## config.mk

```make
export PLATFORM = sky130hd
export DESIGN_NAME = apcr_top
export DESIGN_NICKNAME = d
export VERILOG_FILES = /design/src/common/apcr_pkg.sv /design/src/rtl/apcr_top.sv /design/src/rtl/apcr_zero_detect.sv /design/src/rtl/apcr_vol_update.sv
export VERILOG_INCLUDE_DIRS = /design/src /design/src/common
export SDC_FILE = /design/constraint.sdc
export NUM_CORES = 2
export LEC_CHECK = 0
export ABC_CLOCK_PERIOD_IN_PS = 14000
export BUFFER_PORTS_ARGS = -buffer_cell sky130_fd_sc_hd__buf_2
export CAP_MARGIN = 20
export CORE_MARGIN = 2
export CORE_UTILIZATION = 40
export DETAILED_ROUTE_END_ITERATION = 8
export GPL_ROUTABILITY_DRIVEN = 0
export GPL_TIMING_DRIVEN = 0
export PLACE_DENSITY = 0.57
export SYNTH_ARGS = -nofsm -noshare
export SYNTH_HDL_FRONTEND = slang
export SYNTH_SLANG_ARGS = --single-unit
```

## constraint.sdc

```tcl
create_clock -name clock_in -period 14 [get_ports clock_in]
set_input_delay 2.1 -clock clock_in [delete_from_list [all_inputs] [get_ports clock_in]]
set_output_delay 2.1 -clock clock_in [all_outputs]
set_load 0.01 [all_outputs]
```

## src/common/apcr_regs.svh

```systemverilog
// Purpose: register map and counts of the audio path config block
// Assumes: byte-wide register port from the serial control decoder
// Notes:   definitions only
`ifndef APCR_REGS_SVH
`define APCR_REGS_SVH

`define APCR_ADDR_PATH      8'h03
`define APCR_ADDR_OUTVOL    8'h04
`define APCR_RST_PATH       8'h40
`define APCR_RST_OUTVOL     8'hC2
`define APCR_WMASK_OUTVOL   8'hDB

`define APCR_B_DC_BYP       0
`define APCR_B_DEEMPH       1
`define APCR_B_EQ_BYP       2
`define APCR_B_PS_LINK      3
`define APCR_B_COEF_LINK    4
`define APCR_B_COMPRESS     5
`define APCR_B_ZD_MUTE      6
`define APCR_B_SUBMIX       7

`define APCR_B_PC_VAR       0
`define APCR_B_PC_EN        1
`define APCR_B_AM_RED       3
`define APCR_B_PWM_SPD      4
`define APCR_B_ZC_VOL       6
`define APCR_B_SOFT_VOL     7

`define APCR_ZERO_RUN       2048
`define APCR_CLK_KHZ        100000
`define APCR_PWM_NORM_DKHZ  3840
`define APCR_PWM_ODD_DKHZ   3413
`define APCR_PWM_NORM_CYC   ((`APCR_CLK_KHZ * 10) / `APCR_PWM_NORM_DKHZ)
`define APCR_PWM_ODD_CYC    ((`APCR_CLK_KHZ * 10) / `APCR_PWM_ODD_DKHZ)
`define APCR_SOFT_STEP      8'h01

`endif

```

## src/common/apcr_pkg.sv

```systemverilog
// Purpose: shared types of the audio path config block
// Assumes: three processing channels, 24-bit samples
// Notes:   none
package apcr_pkg;

   typedef logic signed [23:0] apcr_sample_t;

   typedef struct packed {
      logic hp_filter_en;
      logic deemph_active;
      logic eq_mix_bypass;
      logic postscale_link;
      logic coef_link;
      logic compression_mode;
      logic zero_detect_mute_en;
      logic submix_enable;
      logic power_corr_active;
      logic power_corr_use_var;
      logic am_noise_reduce;
      logic pwm_speed_sel;
      logic zero_cross_vol_en;
      logic soft_volume_en;
   } apcr_ctrl_s;

   typedef enum logic [2:0] {
      APCR_VS_IDLE = 3'b001,
      APCR_VS_WAIT = 3'b010,
      APCR_VS_RAMP = 3'b100
   } apcr_vol_state_e;

endpackage : apcr_pkg

```

## src/rtl/apcr_top.sv

```systemverilog
// Purpose: processing-path and output/volume configuration registers and their effects
// Assumes: byte register port from the serial control decoder, same clock domain
// Notes:   channel index 2 is the subwoofer channel
`timescale 1ns/1ps
`default_nettype none
`include "apcr_regs.svh"

module apcr_top
   import apcr_pkg::*;
#(
   parameter logic [15:0] STD_POWER_COEF = 16'h0000,
   parameter int          ZERO_RUN_LEN   = `APCR_ZERO_RUN,
   parameter int          PWM_NORM_CYC   = `APCR_PWM_NORM_CYC,
   parameter int          PWM_ODD_CYC    = `APCR_PWM_ODD_CYC
) (
   // clock and reset
   input  wire logic               clock_in,
   input  wire logic               srst_in,
   // register port
   input  wire logic [7:0]         reg_addr_in,
   input  wire logic               reg_wr_in,
   input  wire logic [7:0]         reg_wdata_in,
   input  wire logic               reg_rd_in,
   output logic [7:0]              reg_rdata_out,
   output logic                    reg_rvalid_out,
   // decoded controls
   output apcr_ctrl_s              ctrl_out,
   // coefficient and post-scale selection
   input  wire logic [2:0][7:0]    postscale_in,
   output logic [2:0][7:0]         postscale_out,
   output logic [2:0][1:0]         coef_bank_out,
   // power correction
   input  wire logic [15:0]        power_corr_coef_in,
   output logic [15:0]             power_corr_coef_out,
   // pwm frame rate
   output logic                    pwm_frame_tick_out,
   // volume
   input  wire logic [2:0][7:0]    vol_target_in,
   input  wire logic [2:0]         vol_bypass_in,
   output logic [2:0][7:0]         vol_out,
   // sample path
   input  wire logic               sample_tick_in,
   input  wire apcr_sample_t [2:0] map_sample_in,
   input  wire apcr_sample_t [2:0] proc_sample_in,
   output apcr_sample_t [2:0]      pwm_sample_out,
   output logic                    pwm_sample_valid_out,
   output logic [2:0]              zero_mute_out
);

   // saturating add for the submix
   function automatic apcr_sample_t apcr_sat_add(input apcr_sample_t a,
                                                 input apcr_sample_t b);
      logic signed [24:0] t;
      begin
         t = {a[23], a} + {b[23], b};
         if (t[24] != t[23]) begin
            apcr_sat_add = t[24] ? 24'sh800000 : 24'sh7FFFFF;
         end else begin
            apcr_sat_add = t[23:0];
         end
      end
   endfunction : apcr_sat_add

   // post-scale: 8'hFF is unity, lower codes attenuate linearly
   function automatic apcr_sample_t apcr_scale(input apcr_sample_t s,
                                               input logic [7:0]   ps);
      logic signed [9:0]  f;
      logic signed [33:0] p;
      begin
         f          = $signed({2'b00, ps}) + 10'sh001;
         p          = s * f;
         apcr_scale = p[31:8];
      end
   endfunction : apcr_scale

   // register storage
   logic [7:0]   path_q;
   logic [7:0]   outvol_q;
   apcr_ctrl_s   ctrl_d;

   wire hit_path   = (reg_addr_in == `APCR_ADDR_PATH);
   wire hit_outvol = (reg_addr_in == `APCR_ADDR_OUTVOL);
   wire wr_path    = reg_wr_in && hit_path;
   wire wr_outvol  = reg_wr_in && hit_outvol;

   // unmapped addresses read as zero
   wire [7:0] rd_mux = hit_path   ? path_q :
                       hit_outvol ? (outvol_q & `APCR_WMASK_OUTVOL) :
                       8'h00;

   always_ff @(posedge clock_in) begin
      if (srst_in) begin
         path_q         <= `APCR_RST_PATH;
         outvol_q       <= `APCR_RST_OUTVOL;
         reg_rdata_out  <= 8'h00;
         reg_rvalid_out <= 1'b0;
      end else begin
         if (wr_path) begin
            path_q <= reg_wdata_in;
         end
         if (wr_outvol) begin
            outvol_q <= reg_wdata_in & `APCR_WMASK_OUTVOL;
         end
         reg_rvalid_out <= reg_rd_in;
         if (reg_rd_in) begin
            reg_rdata_out <= rd_mux;
         end
      end
   end

   // control decode
   assign ctrl_d.hp_filter_en        = !path_q[`APCR_B_DC_BYP];
   assign ctrl_d.eq_mix_bypass       = path_q[`APCR_B_EQ_BYP];
   assign ctrl_d.deemph_active       = path_q[`APCR_B_DEEMPH] &&
                                       !path_q[`APCR_B_EQ_BYP];
   assign ctrl_d.postscale_link      = path_q[`APCR_B_PS_LINK];
   assign ctrl_d.coef_link           = path_q[`APCR_B_COEF_LINK];
   assign ctrl_d.compression_mode    = path_q[`APCR_B_COMPRESS];
   assign ctrl_d.zero_detect_mute_en = path_q[`APCR_B_ZD_MUTE];
   assign ctrl_d.submix_enable       = path_q[`APCR_B_SUBMIX] &&
                                       !path_q[`APCR_B_EQ_BYP];
   assign ctrl_d.power_corr_active   = outvol_q[`APCR_B_PC_EN];
   assign ctrl_d.power_corr_use_var  = outvol_q[`APCR_B_PC_EN] &&
                                       outvol_q[`APCR_B_PC_VAR];
   assign ctrl_d.am_noise_reduce     = outvol_q[`APCR_B_AM_RED];
   assign ctrl_d.pwm_speed_sel       = outvol_q[`APCR_B_PWM_SPD];
   assign ctrl_d.zero_cross_vol_en   = outvol_q[`APCR_B_ZC_VOL];
   assign ctrl_d.soft_volume_en      = outvol_q[`APCR_B_SOFT_VOL];

   // power correction coefficient; disabled correction drives zero
   wire [15:0] pc_coef_d = !ctrl_d.power_corr_active ? 16'h0000 :
                           ctrl_d.power_corr_use_var ? power_corr_coef_in :
                           STD_POWER_COEF;

   // per-channel post-scale and coefficient bank
   logic [2:0][7:0] ps_sel;
   logic [2:0][1:0] bank_sel;

   for (genvar ch = 0; ch < 3; ch++) begin : g_sel
      assign ps_sel[ch]   = ctrl_d.postscale_link ? postscale_in[0]
                                                  : postscale_in[ch];
      assign bank_sel[ch] = ctrl_d.coef_link ? 2'h0 : 2'(ch);
   end

   always_ff @(posedge clock_in) begin
      if (srst_in) begin
         ctrl_out            <= '0;
         postscale_out       <= '0;
         coef_bank_out       <= '0;
         power_corr_coef_out <= 16'h0000;
      end else begin
         ctrl_out            <= ctrl_d;
         postscale_out       <= ps_sel;
         coef_bank_out       <= bank_sel;
         power_corr_coef_out <= pc_coef_d;
      end
   end

   // pwm frame divider; integer periods round the rates up slightly
   logic [9:0] pwm_cnt_q;
   wire  [9:0] pwm_last = ctrl_d.pwm_speed_sel ? 10'(PWM_ODD_CYC - 1)
                                               : 10'(PWM_NORM_CYC - 1);
   wire        pwm_wrap = (pwm_cnt_q >= pwm_last);

   always_ff @(posedge clock_in) begin
      if (srst_in) begin
         pwm_cnt_q          <= 10'h000;
         pwm_frame_tick_out <= 1'b0;
      end else begin
         pwm_cnt_q          <= pwm_wrap ? 10'h000 : pwm_cnt_q + 10'h001;
         pwm_frame_tick_out <= pwm_wrap;
      end
   end

   // zero detect and volume update per channel
   logic [2:0] zmute;

   for (genvar ch = 0; ch < 3; ch++) begin : g_chan
      apcr_zero_detect #(
         .RUN_LEN        (ZERO_RUN_LEN)
      ) u_zero (
         .clock_in       (clock_in),
         .srst_in        (srst_in),
         .enable_in      (ctrl_d.zero_detect_mute_en),
         .sample_tick_in (sample_tick_in),
         .sample_in      (map_sample_in[ch]),
         .mute_out       (zmute[ch])
      );

      apcr_vol_update u_vol (
         .clock_in         (clock_in),
         .srst_in          (srst_in),
         .zero_cross_en_in (ctrl_d.zero_cross_vol_en),
         .soft_en_in       (ctrl_d.soft_volume_en),
         .vol_bypass_in    (vol_bypass_in[ch]),
         .sample_tick_in   (sample_tick_in),
         .sample_in        (map_sample_in[ch]),
         .target_in        (vol_target_in[ch]),
         .vol_out          (vol_out[ch])
      );
   end

   assign zero_mute_out = zmute;

   // sample path: source select, submix, post-scale, auto mute
   apcr_sample_t [2:0] src;
   apcr_sample_t [2:0] mixed;
   apcr_sample_t [2:0] scaled;

   for (genvar ch = 0; ch < 3; ch++) begin : g_path
      // bypass takes the mapped sample straight past EQ and mixing
      assign src[ch] = ctrl_d.eq_mix_bypass ? map_sample_in[ch]
                                            : proc_sample_in[ch];
      if (ch < 2) begin : g_lr
         assign mixed[ch] = ctrl_d.submix_enable ? apcr_sat_add(src[ch], src[2])
                                                 : src[ch];
      end else begin : g_sub
         assign mixed[ch] = src[ch];
      end
      // post-scale follows the submix, ahead of only the auto mute, so it bounds the modulation index
      assign scaled[ch] = zmute[ch] ? 24'sh000000
                                    : apcr_scale(mixed[ch], ps_sel[ch]);
   end

   always_ff @(posedge clock_in) begin
      if (srst_in) begin
         pwm_sample_out       <= '0;
         pwm_sample_valid_out <= 1'b0;
      end else begin
         pwm_sample_valid_out <= sample_tick_in;
         if (sample_tick_in) begin
            pwm_sample_out <= scaled;
         end
      end
   end

endmodule : apcr_top
`default_nettype wire

```

## src/rtl/apcr_zero_detect.sv

```systemverilog
// Purpose: per-channel run-of-zeros auto mute
// Assumes: sample_tick_in marks one new mapped sample
// Notes:   counter saturates at the run length
`timescale 1ns/1ps
`default_nettype none
`include "apcr_regs.svh"

module apcr_zero_detect
   import apcr_pkg::*;
#(
   parameter int RUN_LEN = `APCR_ZERO_RUN
) (
   // clock and reset
   input  wire logic         clock_in,
   input  wire logic         srst_in,
   // sample side
   input  wire logic         enable_in,
   input  wire logic         sample_tick_in,
   input  wire apcr_sample_t sample_in,
   // result
   output logic              mute_out
);

   logic [12:0] run_q;
   logic [12:0] run_d;
   wire         at_run   = (run_q == 13'(RUN_LEN));
   wire         is_zero  = (sample_in == 24'sh000000);

   // a nonzero sample or disable clears the run
   assign run_d = !enable_in ? 13'h0000 :
                  !sample_tick_in ? run_q :
                  !is_zero ? 13'h0000 :
                  at_run ? run_q : run_q + 13'h0001;

   always_ff @(posedge clock_in) begin
      if (srst_in) begin
         run_q    <= 13'h0000;
         mute_out <= 1'b0;
      end else begin
         run_q    <= run_d;
         mute_out <= enable_in && (run_d == 13'(RUN_LEN));
      end
   end

endmodule : apcr_zero_detect
`default_nettype wire

```

## src/rtl/apcr_vol_update.sv

```systemverilog
// Purpose: applies a channel's target volume immediately, at zero crossings or ramped
// Assumes: volume code 8'h00 loudest, 8'hFF mute; one step per sample tick, or per zero crossing when zero cross is on
// Notes:   a target change during a ramp simply redirects the ramp
`timescale 1ns/1ps
`default_nettype none
`include "apcr_regs.svh"

module apcr_vol_update
   import apcr_pkg::*;
(
   // clock and reset
   input  wire logic         clock_in,
   input  wire logic         srst_in,
   // controls
   input  wire logic         zero_cross_en_in,
   input  wire logic         soft_en_in,
   input  wire logic         vol_bypass_in,
   // sample side
   input  wire logic         sample_tick_in,
   input  wire apcr_sample_t sample_in,
   // volume
   input  wire logic [7:0]   target_in,
   output logic [7:0]        vol_out
);

   apcr_vol_state_e state_q;
   apcr_vol_state_e state_d;
   apcr_sample_t    prev_q;
   logic [7:0]      vol_d;

   wire soft_ok  = soft_en_in && !vol_bypass_in;
   wire crossing = sample_tick_in &&
                   ((sample_in[23] != prev_q[23]) || (sample_in == 24'sh000000));
   wire moment   = zero_cross_en_in ? crossing : sample_tick_in;
   wire differ   = (target_in != vol_out);
   wire [7:0] step = (target_in > vol_out) ? vol_out + `APCR_SOFT_STEP
                                           : vol_out - `APCR_SOFT_STEP;

   always_comb begin
      state_d = state_q;
      vol_d   = vol_out;
      case (state_q)
         APCR_VS_IDLE: begin
            if (differ && (zero_cross_en_in || soft_ok)) begin
               state_d = soft_ok && !zero_cross_en_in ? APCR_VS_RAMP : APCR_VS_WAIT;
            end else if (differ) begin
               vol_d = target_in;
            end
         end
         APCR_VS_WAIT: begin
            // zero cross off: idle applies
            if (!differ || !zero_cross_en_in) begin
               state_d = APCR_VS_IDLE;
            end else if (moment && soft_ok) begin
               state_d = APCR_VS_RAMP;
               vol_d   = step;
            end else if (moment) begin
               state_d = APCR_VS_IDLE;
               vol_d   = target_in;
            end
         end
         APCR_VS_RAMP: begin
            if (!differ || !soft_ok) begin
               state_d = APCR_VS_IDLE;
            end else if (moment) begin
               vol_d = step;
            end
         end
         default: begin
            state_d = APCR_VS_IDLE;
         end
      endcase
   end

   always_ff @(posedge clock_in) begin
      if (srst_in) begin
         state_q <= APCR_VS_IDLE;
         prev_q  <= 24'sh000000;
         vol_out <= 8'h00;
      end else begin
         state_q <= state_d;
         vol_out <= vol_d;
         if (sample_tick_in) begin
            prev_q <= sample_in;
         end
      end
   end

endmodule : apcr_vol_update
`default_nettype wire

```

==> flow_summary_export.csv <==
group,metric,value,unit
global_route,global_route_usage_sum,0.2644,
floorplan,initial_core_util,0.4051,
global_route,grt_pass1_wl,188200,um
critical_path,max_stage_delay_cell_worst_path,"sky130_fd_sc_hd__mux2i_2",
synthesis,count_of_flip_flops_with_a_built_in_enable_after_synthesis,0,
floorplan,pin_count,402,
sta,setup_violation_total_in_the_final_timing_report,0,
synthesis,synth_top_flop_cell,"sky130_fd_sc_hd__dfxtp_1",
sta,finalHoldWorstSlack,0.4533,ns
final_layout,nFillCells,9050,
synthesis,netlist-cell-type-count,82,
outcome,result_of_the_run,"completed",
pwr,p_sw_frac,0.4940,
final_layout,final-seq-area,4805,sq um
routing,drt_first_pass_iters,6,
run,maxCapViolations,0,
pwr,peakVddDrop,0.1419,mV
final_layout,final_util,0.4569,
floorplan,rows,109,
final_layout,num-nets-final,5827,
sta,rsz0062_at_grt,"no",
critical_path,critPathMaxStageDelay,0.65,ns
final_layout,area_of_the_multi_input_gates,27960,sq um
floorplan,floorplan.die_area,92180,sq um
synthesis,netlist_area,35910,sq um
clock_tree,clk_root_buffer_cell,"sky130_fd_sc_hd__clkbuf_16",
critical_path,setup.worst_path.class,"flip-flop to flip-flop",
pwr,power.share.combinational,0.761,
sta,period_needed,13.25,ns
critical_path,critical_path.endpoint_type,"flip-flop",
sta,max_transition_margin,0.2114,
global_route,grt_pass1_vias,31550,
pwr,power_frac_clock,0.119,
sta,achievable_clock_frequency,75.45,MHz
critical_path,cp.required,14.50,ns
clock_tree,worst_setup_hold_path_clk_slew,0.06,ns
critical_path,dominant_cell_type_by_count_on_the_critical_path,"sky130_fd_sc_hd__o21ai_0",
final_layout,drive_above_1_share,0.1208,
critical_path,timing.critical_path.arrival,13.76,ns
sta,report.final.slew_viol_count,0,
pwr,sequentialPowerShare,0.120,
floorplan,floorplan.die.height,303.6,um
pwr,powerDensity,169.8,nW/um^2
synthesis,syn-mean-instance-area,8.264,sq um
routing,via_count,31860,
placed_design,placedInstanceArea,39440,sq um
routing,drcViolationCount,0,
clock_tree,max-clock-path-buffers,3,
routing,detailedRoute.firstIterationViolations,2403,
clock_tree,h-tree-depth,1,
critical_path,cp-start-kind,"flip-flop",
global_route,grt_overflow,0,
synthesis,ys_ff_latch,240,
sta,worst_pin_slew,1.183,ns
clock_tree,cts_tree,"yes",
routing,post_drt_wl_per_cell,20.72,um
clock_tree,clock_sink_count,240,
synthesis,yosysWarningCount,0,
critical_path,critical_path.reg2reg.startpoint,"path_q[2]",
routing,route.final.wire_length,123600,um
sta,report.final.hold_viol_count,0,
final_layout,postLayoutCellArea,40510,sq um
floorplan,coreArea,88650,sq um
clock_tree,cts_buffer_count,30,
synthesis,synth_seq_area_share,0.1338,
pwr,cell_internal_pwr,3.480,mW
pwr,netSwitchingPower,3.397,mW
synthesis,synth_cells,4345,
floorplan,die_w,303.6,um
sta,finalCritPeriodShare,0.9467,
global_route,grt_max_degree,20,
clock_tree,insertion_delay,0.64,ns
pwr,power_leakage,19.77,nW
placed_design,port_buffers,391,
synthesis,asyncSetResetFlopFracSynth,0,
critical_path,crit_path_max_fanout,19,
final_layout,syn_to_final_growth,12.80,%
global_route,antenna_found_initial,11,
sta,skew_final,0.03591,ns
placed_design,detailedPlacementHpwl,104300,um
routing,final_antenna_net_count,0,
sta,tns,0,ns
routing,drt-vias-per-instance,5.339,
critical_path,crit_start,"path_q[2]",
hold_path,timing.hold.worst.class,"flip-flop to flip-flop",
critical_path,reg2reg_slack,0.75,ns
hold_path,min_from,"pwm_sample_out[38]",
==> worst max-delay path: cells and delay by family (launching register included) <==
family | cells | cell delay, ns
buffers and inverters | 10 | 3.09
flip-flops | 1 | 0.32
AND/OR/NAND/NOR | 4 | 0.87
AO/OA/AOI/OAI | 19 | 4.57
adder cells (fa/ha/maj) | 7 | 3.28
XOR/XNOR | 2 | 0.28
multiplexers | 1 | 0.65
==> cell usage in the layout, fill, tap and decap left out, drive strengths merged, types with 8 or more instances in the layout <==
| cell type | netlist | final |
|---|---|---|
| o211ai | 13 | 13 |
| nor4 | 34 | 34 |
| o31ai | 9 | 9 |
| nand3 | 59 | 59 |
| a22oi | 40 | 40 |
| mux2 | 44 | 44 |
| a21oi | 181 | 181 |
| a32o | 10 | 10 |
| a22o | 19 | 19 |
| fa | 515 | 515 |
| clkbuf | 145 | 188 |
| a211oi | 43 | 43 |
| mux2i | 49 | 49 |
| a31oi | 24 | 24 |
| or2 | 49 | 49 |
| nor2 | 617 | 617 |
| or3 | 17 | 17 |
| maj3 | 8 | 8 |
| nand2b | 83 | 83 |
| and3 | 41 | 41 |
| and2 | 25 | 25 |
| buf | 27 | 426 |
| nor3 | 43 | 43 |
| ha | 299 | 299 |
| nand4 | 35 | 35 |
| inv | 667 | 668 |
| dfxtp | 240 | 240 |
| o22ai | 11 | 11 |
| a21o | 53 | 53 |
| o21a | 29 | 29 |
| xor2 | 61 | 61 |
| nor3b | 8 | 8 |
| nor2b | 74 | 74 |
| o21bai | 21 | 21 |
| xnor2 | 145 | 145 |
| o21ai | 159 | 159 |
| nand2 | 370 | 370 |
==> flip-flops by register name, indices dropped and copies added (netlist names), 3 cells and up <==
name	cells
outvol_q	6
g_chan.u_vol.prev_q	3
power_corr_coef_out	16
pwm_sample_out	72
path_q	8
g_chan.u_zero.mute_out	3
ctrl_out	14
g_chan.u_vol.vol_out	24
reg_rdata_out	8
g_chan.u_zero.run_q	39
postscale_out	24
g_chan.u_vol.state_q	9
pwm_cnt_q	10
==> path summary, 6_finish.rpt <==
path                        end  cells after the start
max          pwm_sample_out[23]                     43
min reg2reg  pwm_sample_out[38]                      2
min          pwm_sample_out[38]                      2
max reg2reg  pwm_sample_out[23]                     43
==> final cells by class <==
cell class | instances | area share
clock inverters | 10 | 0.003985
inverters | 668 | 0.06190
plain buffers | 171 | 0.01699
multi-input cells | 3269 | 0.6904
repair buffers | 401 | 0.05118
diodes | 1 | 0.00006178
well taps | 1165 | 0.03599
clock buffers | 42 | 0.02088
flip-flops and latches | 240 | 0.1186
==> cells in the mapped netlist, types with 9 or more instances <==
| library cell | count | area (sq um) |
|---|---|---|
| sky130_fd_sc_hd__inv_1 | 667 | 2504 |
| sky130_fd_sc_hd__buf_1 | 17 | 63.81 |
| sky130_fd_sc_hd__o22ai_1 | 10 | 62.56 |
| sky130_fd_sc_hd__or3_1 | 17 | 106.4 |
| sky130_fd_sc_hd__a21oi_1 | 179 | 895.9 |
| sky130_fd_sc_hd__o31ai_1 | 9 | 67.56 |
| sky130_fd_sc_hd__nor2b_1 | 74 | 462.9 |
| sky130_fd_sc_hd__o21ai_0 | 134 | 670.6 |
| sky130_fd_sc_hd__nand4_1 | 35 | 219.0 |
| sky130_fd_sc_hd__mux2i_1 | 49 | 490.5 |
| sky130_fd_sc_hd__mux2_2 | 44 | 495.5 |
| sky130_fd_sc_hd__a211oi_1 | 42 | 315.3 |
| sky130_fd_sc_hd__xor2_1 | 61 | 534.3 |
| sky130_fd_sc_hd__nand2b_1 | 83 | 519.3 |
| sky130_fd_sc_hd__nand3_1 | 59 | 295.3 |
| sky130_fd_sc_hd__nor2_1 | 617 | 2316 |
| sky130_fd_sc_hd__dfxtp_1 | 240 | 4805 |
| sky130_fd_sc_hd__or2_2 | 48 | 300.3 |
| sky130_fd_sc_hd__a22o_1 | 19 | 166.4 |
| sky130_fd_sc_hd__o211ai_1 | 13 | 97.59 |
| sky130_fd_sc_hd__o21ai_1 | 24 | 120.1 |
| sky130_fd_sc_hd__clkbuf_1 | 145 | 544.3 |
| sky130_fd_sc_hd__nand2_1 | 369 | 1385 |
| sky130_fd_sc_hd__a22oi_1 | 40 | 300.3 |
| sky130_fd_sc_hd__a31oi_1 | 21 | 131.4 |
| sky130_fd_sc_hd__fa_1 | 515 | 10310 |
| sky130_fd_sc_hd__nor4_1 | 34 | 212.7 |
| sky130_fd_sc_hd__nor3_1 | 42 | 210.2 |
| sky130_fd_sc_hd__a21o_1 | 53 | 397.9 |
| sky130_fd_sc_hd__a32o_1 | 9 | 90.09 |
| sky130_fd_sc_hd__and2_1 | 24 | 150.1 |
| sky130_fd_sc_hd__ha_1 | 299 | 3741 |
| sky130_fd_sc_hd__and3_1 | 41 | 256.5 |
| sky130_fd_sc_hd__o21bai_1 | 21 | 157.7 |
| sky130_fd_sc_hd__xnor2_1 | 145 | 1270 |
| sky130_fd_sc_hd__o21a_1 | 29 | 217.7 |
==> per-stage QoR <==
step                      cells  setup WS, ns  total power [mW]
after floorplan            4349         3.388             4.749
after global placement     5905        -1.253             6.002
after detailed placement   5914       -0.8897             6.060
after CTS                  5965        0.1031             6.911
after global routing       5966       0.02692             7.647
final                      5967        0.7456             6.877
==> what timing repair did <==
action,in CTS,in global routing
endpoints found under the setup margin,11,9
hold buffers,0,0
setup buffers,0,0
resized for setup,1,17
==> power by group through the flow <==
stage | Clock [mW] | Combinational (mW) | Sequential [mW]
finish | 0.815 | 5.23 | 0.828
global route | 0.861 | 5.95 | 0.837
CTS | 0.831 | 5.25 | 0.828
detailed placement | 0 | 5.22 | 0.842
global placement | 0 | 5.16 | 0.841
floorplan | 0 | 3.88 | 0.867
==> cells by family after synthesis <==
| kind of cell | synth area share |
|---|---|
| multiplexers | 0.02746 |
| flip-flops | 0.1338 |
| other | 0.0001044 |
| AND/OR/NAND/NOR | 0.1880 |
| buffers and inverters | 0.08889 |
| XOR/XNOR | 0.05025 |
| adder cells (fa/ha/maj) | 0.3935 |
| AO/OA/AOI/OAI | 0.1179 |
==> metal layers <==
layer,global-route usage,routed length (um),part of all wire
met4,0.09210,4760,0.039
met3,0.04655,9453,0.076
met1,0.3619,54340,0.44
met5,0,77,0.00062
met2,0.4206,54980,0.44
Power figures use the tool's default switching activity.
